==> src/logic/lac_pkg.sv <==
package lac_pkg;

  // ****************************************
  // Timing
  // ****************************************
  localparam int CLK_KHZ = 20000;
  localparam int LONG_PRESS_MS = 1000;
  localparam int LONG_PRESS_CYC = LONG_PRESS_MS * CLK_KHZ;
  localparam int TEST_PHASE_MS = 1000;
  localparam int TEST_PHASE_CYC = TEST_PHASE_MS * CLK_KHZ;
  localparam int OFF_DELAY_MS = 100;
  localparam int OFF_DELAY_CYC = OFF_DELAY_MS * CLK_KHZ;

  // ****************************************
  // Register map
  // ****************************************
  localparam logic [2:0] ADR_CTRL = 3'h0;
  localparam logic [2:0] ADR_AUTO = 3'h1;
  localparam logic [2:0] ADR_CMD = 3'h2;
  localparam logic [2:0] ADR_LED_STAT = 3'h3;
  localparam logic [2:0] ADR_MISC_STAT = 3'h4;

  localparam int CTRL_REMOTE_EN = 0;
  localparam int CTRL_SCOPE_LSB = 1;
  localparam int CTRL_LV1_EMPTY = 4;

  localparam int CMD_SYS = 0;
  localparam int CMD_LED = 1;
  localparam int CMD_REL = 2;
  localparam int CMD_SCD = 3;
  localparam int CMD_TRIP = 4;
  localparam int CMD_ALL = 5;
  localparam int CMD_SG_LSB = 8;

  localparam int ST_REL_LSB = 0;
  localparam int ST_SCD_LSB = 8;
  localparam int ST_TRIP_LSB = 16;
  localparam int ST_MENU = 24;
  localparam int ST_TEST = 25;
  localparam int ST_SYS = 26;

  // ****************************************
  // Types
  // ****************************************
  typedef enum logic [2:0] {
    scope_nothing,
    scope_indicators_no_password,
    scope_indicators_password,
    scope_indicators_and_relays,
    scope_everything
  } lac_scope_e;

  localparam lac_scope_e SCOPE_RESET = scope_indicators_no_password;

  typedef struct packed {
    logic sys;
    logic led;
    logic rel;
    logic scd;
    logic trip;
  } lac_cat_s;

endpackage : lac_pkg

==> src/logic/lac_key_press.sv <==
`timescale 1ns/1ps
module lac_key_press
  import lac_pkg::*;
#(
  parameter int LONG_CYC = LONG_PRESS_CYC
) (
  // Clock and reset
  input wire logic clk_i,
  input wire logic rst_i,
  // Key pin
  input wire logic key_pin_i,
  // Classified presses
  output logic short_o,
  output logic long_o
);

  logic sync1_reg;
  logic sync2_reg;
  logic [31:0] cnt_reg;
  logic long_done_reg;

  // ****************************************
  // Synchroniser
  // ****************************************
  always_ff @(posedge clk_i) begin
    if (rst_i) begin
      sync1_reg <= 1'b0;
      sync2_reg <= 1'b0;
    end else begin
      sync1_reg <= key_pin_i;
      sync2_reg <= sync1_reg;
    end
  end

  // ****************************************
  // Hold counter
  // ****************************************
  always_ff @(posedge clk_i) begin
    if (rst_i) begin
      cnt_reg <= 32'h0;
      long_done_reg <= 1'b0;
      short_o <= 1'b0;
      long_o <= 1'b0;
    end else begin
      short_o <= 1'b0;
      long_o <= 1'b0;
      if (sync2_reg) begin
        if (!long_done_reg) begin
          if (cnt_reg == 32'(LONG_CYC - 1)) begin
            long_o <= 1'b1;
            long_done_reg <= 1'b1;
          end else begin
            cnt_reg <= cnt_reg + 32'h1;
          end
        end
      end else begin
        if (!long_done_reg && cnt_reg != 32'h0) begin
          short_o <= 1'b1;
        end
        cnt_reg <= 32'h0;
        long_done_reg <= 1'b0;
      end
    end
  end

endmodule : lac_key_press

==> src/logic/lac_led_test.sv <==
`timescale 1ns/1ps
module lac_led_test
  import lac_pkg::*;
#(
  parameter int PHASE_CYC = TEST_PHASE_CYC
) (
  // Clock and reset
  input wire logic clk_i,
  input wire logic rst_i,
  // Start pulse
  input wire logic start_i,
  // Test drive
  output logic red_o,
  output logic green_o,
  output logic busy_o
);

  typedef enum logic [1:0] {
    lt_idle,
    lt_red,
    lt_green
  } lac_lt_e;

  lac_lt_e state_reg;
  logic [31:0] cnt_reg;

  always_ff @(posedge clk_i) begin
    if (rst_i) begin
      state_reg <= lt_idle;
      cnt_reg <= 32'h0;
    end else if (start_i) begin
      state_reg <= lt_red;
      cnt_reg <= 32'h0;
    end else begin
      case (state_reg)
        lt_red: begin
          if (cnt_reg == 32'(PHASE_CYC - 1)) begin
            state_reg <= lt_green;
            cnt_reg <= 32'h0;
          end else begin
            cnt_reg <= cnt_reg + 32'h1;
          end
        end
        lt_green: begin
          if (cnt_reg == 32'(PHASE_CYC - 1)) begin
            state_reg <= lt_idle;
            cnt_reg <= 32'h0;
          end else begin
            cnt_reg <= cnt_reg + 32'h1;
          end
        end
        default: begin
          state_reg <= lt_idle;
          cnt_reg <= 32'h0;
        end
      endcase
    end
  end

  assign red_o = (state_reg == lt_red);
  assign green_o = (state_reg == lt_green);
  assign busy_o = (state_reg != lt_idle);

endmodule : lac_led_test

==> src/logic/lac_ack_ctrl.sv <==
// Contract
// - Alarm clears LEDs marked acknowledge-by-alarm.
// - Remote requests need remote-acknowledge enable.
// - Collective commands per category and switchgear.
// - Combined command clears every category except the system warning.
// - Separate command clears system indicator warning.
// - Parameter mode: clear key acknowledges nothing.
// - Parameter mode: selection menu still usable.
// - Short press opens menu; wrench confirms.
// - One-second hold acknowledges scope immediately.
// - Long-press scope has five values.
// - Scope resets to indicators without password.
// - Indicator acknowledge runs red/green test.
// - Acknowledgments need password except two scopes.
// - Empty level-one password frees relays, SCADA, trip.
// - Latch clears only if source inactive.
// - Remote disabled: only panel acknowledgment works.
// - Relay latch released after off-delay.
`timescale 1ns/1ps
module lac_ack_ctrl
  import lac_pkg::*;
#(
  parameter int N_LED = 16,
  parameter int N_REL = 8,
  parameter int N_SCD = 8,
  parameter int N_SG = 4,
  parameter int LONG_CYC = LONG_PRESS_CYC,
  parameter int PHASE_CYC = TEST_PHASE_CYC,
  parameter int OFF_CYC = OFF_DELAY_CYC
) (
  // Clock and reset
  input wire logic clk_i,
  input wire logic rst_i,
  // Wishbone slave
  input wire logic cyc_i,
  input wire logic stb_i,
  input wire logic we_i,
  input wire logic [4:0] adr_i,
  input wire logic [3:0] sel_i,
  input wire logic [31:0] dat_i,
  output logic [31:0] dat_o,
  output logic ack_o,
  // Panel
  input wire logic clear_key_i,
  input wire logic param_mode_i,
  input wire logic menu_enter_i,
  input wire logic menu_exit_i,
  input wire lac_cat_s softkey_i,
  input wire logic wrench_i,
  input wire logic password_ok_i,
  // Alarm and latch sources
  input wire logic alarm_i,
  input wire logic sys_warn_i,
  input wire logic [N_LED-1:0] led_set_i,
  input wire logic [N_REL-1:0] rel_set_i,
  input wire logic [N_SCD-1:0] scd_set_i,
  input wire logic [N_SG-1:0] trip_set_i,
  // Latched outputs, indicator test drive, menu state and clear pulses
  output logic sys_warn_o,
  output logic [N_LED-1:0] led_o,
  output logic [N_REL-1:0] rel_o,
  output logic [N_SCD-1:0] scd_o,
  output logic [N_SG-1:0] trip_o,
  output logic led_red_test_o,
  output logic led_green_test_o,
  output logic menu_open_o,
  output lac_cat_s clr_o
);
  // ****************************************
  // Declarations
  // ****************************************
  logic ack_reg;
  logic [31:0] dat_reg;
  logic remote_en_reg;
  lac_scope_e scope_reg;
  logic lv1_empty_reg;
  logic [N_LED-1:0] auto_reg;
  logic cmd_fire;
  logic [31:0] cmd_data;
  logic [31:0] bmask;
  logic wb_req;
  logic wb_wr;
  logic short_p;
  logic long_p;
  logic menu_reg;
  lac_cat_s msel_reg;
  lac_cat_s clr_reg;
  lac_cat_s clr_next;
  logic [N_SG-1:0] trip_sel_reg;
  logic [N_SG-1:0] trip_sel_next;
  logic alarm_d_reg;
  logic auto_clr_reg;
  logic sys_latch_reg;
  logic [N_LED-1:0] led_latch_reg;
  logic [N_REL-1:0] rel_latch_reg;
  logic [N_SCD-1:0] scd_latch_reg;
  logic [N_SG-1:0] trip_latch_reg;
  logic test_busy;
  logic [N_SG-1:0] sg_onehot;

  // ****************************************
  // Wishbone slave
  // ****************************************
  assign wb_req = cyc_i && stb_i;
  assign wb_wr = wb_req && we_i && ack_reg;
  assign bmask = {{8{sel_i[3]}}, {8{sel_i[2]}}, {8{sel_i[1]}}, {8{sel_i[0]}}};
  always_ff @(posedge clk_i) begin
    if (rst_i) begin
      ack_reg <= 1'b0;
    end else begin
      ack_reg <= wb_req && !ack_reg;
    end
  end
  always_ff @(posedge clk_i) begin
    if (rst_i) begin
      dat_reg <= 32'h0;
    end else if (wb_req && !ack_reg) begin
      dat_reg <= 32'h0;
      case (adr_i[4:2])
        ADR_CTRL: begin
          dat_reg[CTRL_REMOTE_EN] <= remote_en_reg;
          dat_reg[CTRL_SCOPE_LSB +: 3] <= scope_reg;
          dat_reg[CTRL_LV1_EMPTY] <= lv1_empty_reg;
        end
        ADR_AUTO: dat_reg[N_LED-1:0] <= auto_reg;
        ADR_LED_STAT: dat_reg[N_LED-1:0] <= led_latch_reg;
        ADR_MISC_STAT: begin
          dat_reg[ST_REL_LSB +: N_REL] <= rel_latch_reg;
          dat_reg[ST_SCD_LSB +: N_SCD] <= scd_latch_reg;
          dat_reg[ST_TRIP_LSB +: N_SG] <= trip_latch_reg;
          dat_reg[ST_MENU] <= menu_reg;
          dat_reg[ST_TEST] <= test_busy;
          dat_reg[ST_SYS] <= sys_latch_reg;
        end
        default: dat_reg <= 32'h0;
      endcase
    end
  end
  assign ack_o = ack_reg;
  assign dat_o = dat_reg;

  // ****************************************
  // Settings
  // ****************************************
  always_ff @(posedge clk_i) begin
    if (rst_i) begin
      remote_en_reg <= 1'b0;
      scope_reg <= SCOPE_RESET;
      lv1_empty_reg <= 1'b0;
      auto_reg <= '0;
    end else if (wb_wr && adr_i[4:2] == ADR_CTRL) begin
      if (sel_i[0]) begin
        remote_en_reg <= dat_i[CTRL_REMOTE_EN];
        lv1_empty_reg <= dat_i[CTRL_LV1_EMPTY];
        if (dat_i[CTRL_SCOPE_LSB +: 3] <= 3'(scope_everything)) begin
          scope_reg <= lac_scope_e'(dat_i[CTRL_SCOPE_LSB +: 3]);
        end
      end
    end else if (wb_wr && adr_i[4:2] == ADR_AUTO) begin
      auto_reg <= N_LED'((32'(auto_reg) & ~bmask) | (dat_i & bmask));
    end
  end
  // Command word: write-only, one shot
  assign cmd_fire = wb_wr && adr_i[4:2] == ADR_CMD && remote_en_reg;
  assign cmd_data = dat_i;

  // ****************************************
  // Clear key and menu
  // ****************************************
  lac_key_press #(
    .LONG_CYC(LONG_CYC)
  ) u_key (
    .clk_i(clk_i),
    .rst_i(rst_i),
    .key_pin_i(clear_key_i),
    .short_o(short_p),
    .long_o(long_p)
  );
  always_ff @(posedge clk_i) begin
    if (rst_i) begin
      menu_reg <= 1'b0;
      msel_reg <= '0;
    end else if (menu_reg) begin
      if (wrench_i || menu_exit_i) begin
        menu_reg <= 1'b0;
        msel_reg <= '0;
      end else begin
        msel_reg <= msel_reg ^ softkey_i;
      end
    end else if (menu_enter_i || (short_p && !param_mode_i)) begin
      menu_reg <= 1'b1;
      msel_reg <= '0;
    end
  end
  assign menu_open_o = menu_reg;

  // ****************************************
  // Request merge
  // ****************************************
  always_comb begin
    clr_next = '0;
    trip_sel_next = '0;
    // Panel menu confirm; indicators need a password
    if (menu_reg && wrench_i) begin
      clr_next.sys = msel_reg.sys;
      clr_next.led = msel_reg.led && password_ok_i;
      clr_next.rel = msel_reg.rel && (password_ok_i || lv1_empty_reg);
      clr_next.scd = msel_reg.scd && (password_ok_i || lv1_empty_reg);
      clr_next.trip = msel_reg.trip && (password_ok_i || lv1_empty_reg);
      if (clr_next.trip) begin
        trip_sel_next = '1;
      end
    end
    // Long press, suppressed in parameter mode
    if (long_p && !param_mode_i) begin
      case (scope_reg)
        scope_indicators_no_password: clr_next.led = 1'b1;
        scope_indicators_password: clr_next.led = clr_next.led || password_ok_i;
        scope_indicators_and_relays: begin
          clr_next.led = clr_next.led || password_ok_i;
          clr_next.rel = clr_next.rel || password_ok_i || lv1_empty_reg;
        end
        scope_everything: begin
          clr_next.led = clr_next.led || password_ok_i;
          clr_next.rel = clr_next.rel || password_ok_i || lv1_empty_reg;
          clr_next.scd = clr_next.scd || password_ok_i || lv1_empty_reg;
          if (password_ok_i || lv1_empty_reg) begin
            clr_next.trip = 1'b1;
            trip_sel_next = '1;
          end
        end
        default: ;
      endcase
    end
    // Remote collective commands
    if (cmd_fire) begin
      clr_next.sys = clr_next.sys || cmd_data[CMD_SYS];
      if (cmd_data[CMD_LED] || cmd_data[CMD_ALL]) begin
        clr_next.led = clr_next.led || password_ok_i;
      end
      if (password_ok_i || lv1_empty_reg) begin
        clr_next.rel = clr_next.rel || cmd_data[CMD_REL] || cmd_data[CMD_ALL];
        clr_next.scd = clr_next.scd || cmd_data[CMD_SCD] || cmd_data[CMD_ALL];
        if (cmd_data[CMD_ALL]) begin
          clr_next.trip = 1'b1;
          trip_sel_next = '1;
        end else if (cmd_data[CMD_TRIP]) begin
          clr_next.trip = 1'b1;
          trip_sel_next = trip_sel_next | sg_onehot;
        end
      end
    end
  end
  // Selected switchgear instance
  for (genvar g = 0; g < N_SG; g++) begin : g_sg
    assign sg_onehot[g] = (cmd_data[CMD_SG_LSB +: 4] == 4'(g));
  end
  always_ff @(posedge clk_i) begin
    if (rst_i) begin
      clr_reg <= '0;
      trip_sel_reg <= '0;
    end else begin
      clr_reg <= clr_next;
      trip_sel_reg <= trip_sel_next;
    end
  end
  assign clr_o = clr_reg;

  // ****************************************
  // Automatic alarm acknowledge
  // ****************************************
  always_ff @(posedge clk_i) begin
    if (rst_i) begin
      alarm_d_reg <= 1'b0;
      auto_clr_reg <= 1'b0;
    end else begin
      alarm_d_reg <= alarm_i;
      auto_clr_reg <= alarm_i && !alarm_d_reg && remote_en_reg;
    end
  end

  // ****************************************
  // Latches: set wins over clear
  // ****************************************
  always_ff @(posedge clk_i) begin
    if (rst_i) begin
      sys_latch_reg <= 1'b0;
    end else if (sys_warn_i) begin
      sys_latch_reg <= 1'b1;
    end else if (clr_reg.sys) begin
      sys_latch_reg <= 1'b0;
    end
  end
  generate
    for (genvar i = 0; i < N_LED; i++) begin : g_led
      always_ff @(posedge clk_i) begin
        if (rst_i) begin
          led_latch_reg[i] <= 1'b0;
        end else if (led_set_i[i]) begin
          led_latch_reg[i] <= 1'b1;
        end else if (clr_reg.led || (auto_clr_reg && auto_reg[i])) begin
          led_latch_reg[i] <= 1'b0;
        end
      end
    end
    for (genvar i = 0; i < N_SCD; i++) begin : g_scd
      always_ff @(posedge clk_i) begin
        if (rst_i) begin
          scd_latch_reg[i] <= 1'b0;
        end else if (scd_set_i[i]) begin
          scd_latch_reg[i] <= 1'b1;
        end else if (clr_reg.scd) begin
          scd_latch_reg[i] <= 1'b0;
        end
      end
    end
    for (genvar i = 0; i < N_SG; i++) begin : g_trip
      always_ff @(posedge clk_i) begin
        if (rst_i) begin
          trip_latch_reg[i] <= 1'b0;
        end else if (trip_set_i[i]) begin
          trip_latch_reg[i] <= 1'b1;
        end else if (clr_reg.trip && trip_sel_reg[i]) begin
          trip_latch_reg[i] <= 1'b0;
        end
      end
    end
    for (genvar i = 0; i < N_REL; i++) begin : g_rel
      logic [31:0] off_cnt_reg;
      always_ff @(posedge clk_i) begin
        if (rst_i) begin
          rel_latch_reg[i] <= 1'b0;
          off_cnt_reg <= 32'h0;
        end else if (rel_set_i[i]) begin
          rel_latch_reg[i] <= 1'b1;
          off_cnt_reg <= 32'h0;
        end else if (off_cnt_reg != 32'h0) begin
          off_cnt_reg <= off_cnt_reg - 32'h1;
          if (off_cnt_reg == 32'h1) begin
            rel_latch_reg[i] <= 1'b0;
          end
        end else if (clr_reg.rel && rel_latch_reg[i]) begin
          off_cnt_reg <= 32'(OFF_CYC);
        end
      end
    end
  endgenerate
  assign sys_warn_o = sys_latch_reg;
  assign led_o = led_latch_reg | led_set_i;
  assign rel_o = rel_latch_reg | rel_set_i;
  assign scd_o = scd_latch_reg | scd_set_i;
  assign trip_o = trip_latch_reg | trip_set_i;

  // ****************************************
  // Indicator test
  // ****************************************
  lac_led_test #(
    .PHASE_CYC(PHASE_CYC)
  ) u_test (
    .clk_i(clk_i),
    .rst_i(rst_i),
    .start_i(clr_reg.led),
    .red_o(led_red_test_o),
    .green_o(led_green_test_o),
    .busy_o(test_busy)
  );

endmodule : lac_ack_ctrl

==> config.mk <==
export PLATFORM = sky130hd
export DESIGN_NAME = lac_ack_ctrl
export DESIGN_NICKNAME = d
export VERILOG_FILES = /design/src/logic/lac_pkg.sv /design/src/logic/lac_key_press.sv /design/src/logic/lac_led_test.sv /design/src/logic/lac_ack_ctrl.sv
export SDC_FILE = /design/constraint.sdc
export NUM_CORES = 1
export LEC_CHECK = 0
export BUFFER_PORTS_ARGS = -buffer_cell sky130_fd_sc_hd__buf_2
export CAP_MARGIN = 20
export CORE_MARGIN = 5
export CORE_UTILIZATION = 55
export CTS_CLUSTER_SIZE = 12
export DETAILED_ROUTE_END_ITERATION = 8
export PLACE_DENSITY = 0.74
export SYNTH_ARGS = -nofsm -noshare
export SYNTH_HDL_FRONTEND = slang
export SYNTH_HIERARCHICAL = 1
export SYNTH_SLANG_ARGS = --single-unit
==> constraint.sdc <==
create_clock -name clk_i -period 5.9 [get_ports clk_i]
set_input_delay 0.59 -clock clk_i [delete_from_list [all_inputs] [get_ports clk_i]]
set_output_delay 0.59 -clock clk_i [all_outputs]
set_load 0.03 [all_outputs]
==> results.sh <==
export IMPL_outcome="completed"
export IMPL_cp_required_ns=6.38
export IMPL_die_h_microns=208
export IMPL_nNetsFinal=2809
export IMPL_synth_seq_area_share_pct=39.4
export IMPL_cp_start_kind="flip-flop"
export IMPL_period_share_pct=56.5
export IMPL_root_buffer="clkbuf_16"
export IMPL_yosys_cell_types_count=89
export IMPL_wl_per_cell_microns=17.7
export IMPL_r2r_end="g_rel[2].off_cnt_reg[18]"
export IMPL_grt_pass1_wl_mm=95.1
export IMPL_avgSynthCellArea_sq_um=8.27
export IMPL_port_buffers=143
export IMPL_worst_r2r_startpoint="g_rel[2].off_cnt_reg[0]"
export IMPL_synth_area_sq_um=21600
export IMPL_area_delta_synth_final_pct=11.9
export IMPL_crit_fanout=14
export IMPL_firstDrtPassIters=5
export IMPL_setup_viol_count_final=0
export IMPL_track_usage_pct=25.2
export IMPL_cts_tree="built"
export IMPL_synth_edf_count=0
export IMPL_largest_reg_flops=256
export IMPL_ctsHoldBuffers=0
export IMPL_p_per_area_nw_per_um2=682
export IMPL_min_to="sys_warn_o"
export IMPL_synthTopCellsByArea="dfxtp_1 39%, nor2_1 4.8%, a21oi_1 4.6%"
export IMPL_tightest_slew_ns=1.10
export IMPL_synth_area_leader_cell="dfxtp_1"
export IMPL_clk_pin_slew_ns=0.06
export IMPL_cp_slowest_cell="nor3_1"
export IMPL_vias=20600
export IMPL_n_fill_cell=3362
export IMPL_path_buf_inv=1
export IMPL_synth_most_common_cell="dfxtp_1"
export IMPL_finalWirelength_mm=57.5
export IMPL_placed_cell_area_sq_um=22500
export IMPL_period_needed_ns=3.33
export IMPL_arrival_ns=3.81
export IMPL_hp_start="sys_warn_i"
export IMPL_cts_buffers=48
export IMPL_synth_top_area_share_pct=39.4
export IMPL_synth_flop_cell="dfxtp_1"
export IMPL_overflow=0
export IMPL_hold_path_class="in -> reg"
export IMPL_ys_ff_latch=426
export IMPL_vias_per_cell=6.34
export IMPL_die_area_sq_um=43400
export IMPL_rrSetupSlack_ns=2.57
export IMPL_drive_gt1_share_pct=13.0
export IMPL_multi_input_area_sq_um=12300
export IMPL_netlist_instances=2617
export IMPL_clock_sinks=426
export IMPL_yosys_warnings=6
export IMPL_async_flop_share_pct=0
export IMPL_postCtsSetupBuffers=0
export IMPL_cp_end_kind="flip-flop"
export IMPL_rsz0062_at_grt="false"
export IMPL_grt_max_degree=62
export IMPL_rows=72
export IMPL_critPathTopFamily="simple AND/OR/NAND/NOR gates"
export IMPL_ir_drop_mv=0.383
export IMPL_gp_congestion=0.906
export IMPL_postRouteAntennaNets=0
export IMPL_io_pins=173
export IMPL_worstSetupPathType="reg -> reg"
export IMPL_die_w_microns=208
export IMPL_initial_core_util_pct=55.8
export IMPL_drt_iter0_drc=1590
export IMPL_final_max_slew_viol_count=0
export IMPL_skew_ns=0.0206
export IMPL_maxCapViolCount=0
export IMPL_post_cts_resized=0
export IMPL_regArea_sq_um=8530
export IMPL_drcViolationCount=0
export IMPL_r2r_cells=7
export IMPL_hold_viol=0
export IMPL_max_freq_mhz=300
export IMPL_worstSkewPairLatency_ns=0.58
export IMPL_dpl_hpwl_mm=39.8
export IMPL_fin_area_sq_um=24200
export IMPL_setup_tns_ns=0
export IMPL_cp_startpoint="g_rel[2].off_cnt_reg[0]"
export IMPL_cp_cell_sequence="inv_1, ha_1, nor3b_1, nand4_1, nor3_1, nand3_1, a21oi_1"
export IMPL_core_area_sq_um=38800
export IMPL_slew_limit_headroom_pct=26.5
export IMPL_power_leakage_uw=0.00902
export IMPL_whs_path_depth=3
export IMPL_antenna_found_initial=8
export IMPL_cpPeakStageDelay_ns=0.96
export IMPL_grt_pass1_vias=19100
export IMPL_clock_path_buffers=3
export IMPL_synth_common_cells="426 x dfxtp_1, 276 x nor2_1, 199 x a21oi_1"
export IMPL_cts_max_level=2
==> area by class of cell <==
type	instances	share of cell area, %
Sequential cell	426	35.2
Timing Repair Buffer	158	3.41
Inverter	61	0.945
Antenna cell	5	0.0517
Clock buffer	68	5.81
Clock inverter	20	1.06
Multi-Input combinational cell	1997	50.8
Tap cell	518	2.68
==> cells in the final DEF (no fill, tap or decap), types with 12 or more instances in the layout <==
cell type and instances:
o31a_1 12, nand3b_1 15, o311ai_0 13, clkbuf_16 49
nor2_1 276, o31ai_1 81, a21oi_1 199, o21a_1 12
buf_4 14, inv_1 60, a31oi_1 43, nand3_1 72
nor4_1 77, or3_1 119, nor3_1 97, or2_2 59
nand4_1 57, nand2_1 176, nor3b_1 12, dfxtp_1 426
o41ai_1 23, mux2i_1 43, clkinv_2 12, nand2b_1 19
a31o_2 15, xor2_1 25, ha_1 22, o21ai_0 89
a22oi_1 25, and2_1 16, and3_1 34, a311oi_1 19
buf_2 143, a211oi_1 34, nor4b_1 14, xnor2_1 32
or4_1 110, nor2b_1 12
==> cells by family (layout without fill, tap and decap cells) <==
family / count (synthesis) / count (layout) / share of synthesized area (%)
simple gates: 1232 / 1232 / 31.8
compound gates: 632 / 632 / 19.2
flops: 426 / 426 / 39.4
buf+inv: 202 / 307 / 3.92
xor+xnor: 57 / 57 / 2.31
mux: 45 / 45 / 2.09
fa+ha+maj: 22 / 22 / 1.27
other cells: 1 / 14 / 0.0173
==> tightest hold or removal path, delay by kind of cell <==
family,cells,cell delay [ns]
buffers and inverters,1,0.07
and+or+nand+nor,1,0.07
AOI/OAI and AO/OA,1,0.03
==> per-layer routing <==
layer | global-route usage (%) | part of all wire, % | vias up
li1 | - | - | 10100
met1 | 33.8 | 44 | 9821
met2 | 41.1 | 47 | 615
met3 | 4.37 | 5.9 | 128
met4 | 8.88 | 3.1 | 4
met5 | 0 | 0.037 | -
==> how the worst max path moves through the flow <==
stage,end,slack [ns],cells after the start
2_1_floorplan,g_rel[0].off_cnt_reg[0],3.42,8
3_3_place_gp,g_rel[2].off_cnt_reg[10],2.65,7
3_5_place_dp,g_rel[2].off_cnt_reg[20],2.52,7
4_1_cts,g_rel[2].off_cnt_reg[20],2.46,7
5_1_grt,g_rel[2].off_cnt_reg[17],2.14,7
6_report,g_rel[2].off_cnt_reg[18],2.57,7
==> through the flow <==
step	cells	total power [uW]	hold WS (ns)	utilization (%)	setup slack, ns
floorplan	2625	11400	0.414	-	3.42
global placement	3158	12900	0.439	58.0	2.65
detailed placement	3158	13200	0.444	58.0	2.52
CTS	3246	16400	0.197	62.3	2.46
global route	3253	17900	0.215	62.4	2.14
finish	3253	16500	0.226	62.4	2.57
==> power breakdown <==
part / leakage (uW) / switching (uW) / internal (uW)
Clock: 0.000833 / 1220 / 1920
Sequential: 0.00347 / 706 / 3530
Combinational: 0.00472 / 5830 / 3300
Total: 0.00902 / 7760 / 8760
No activity file was read; power rests on OpenSTA's default activity.
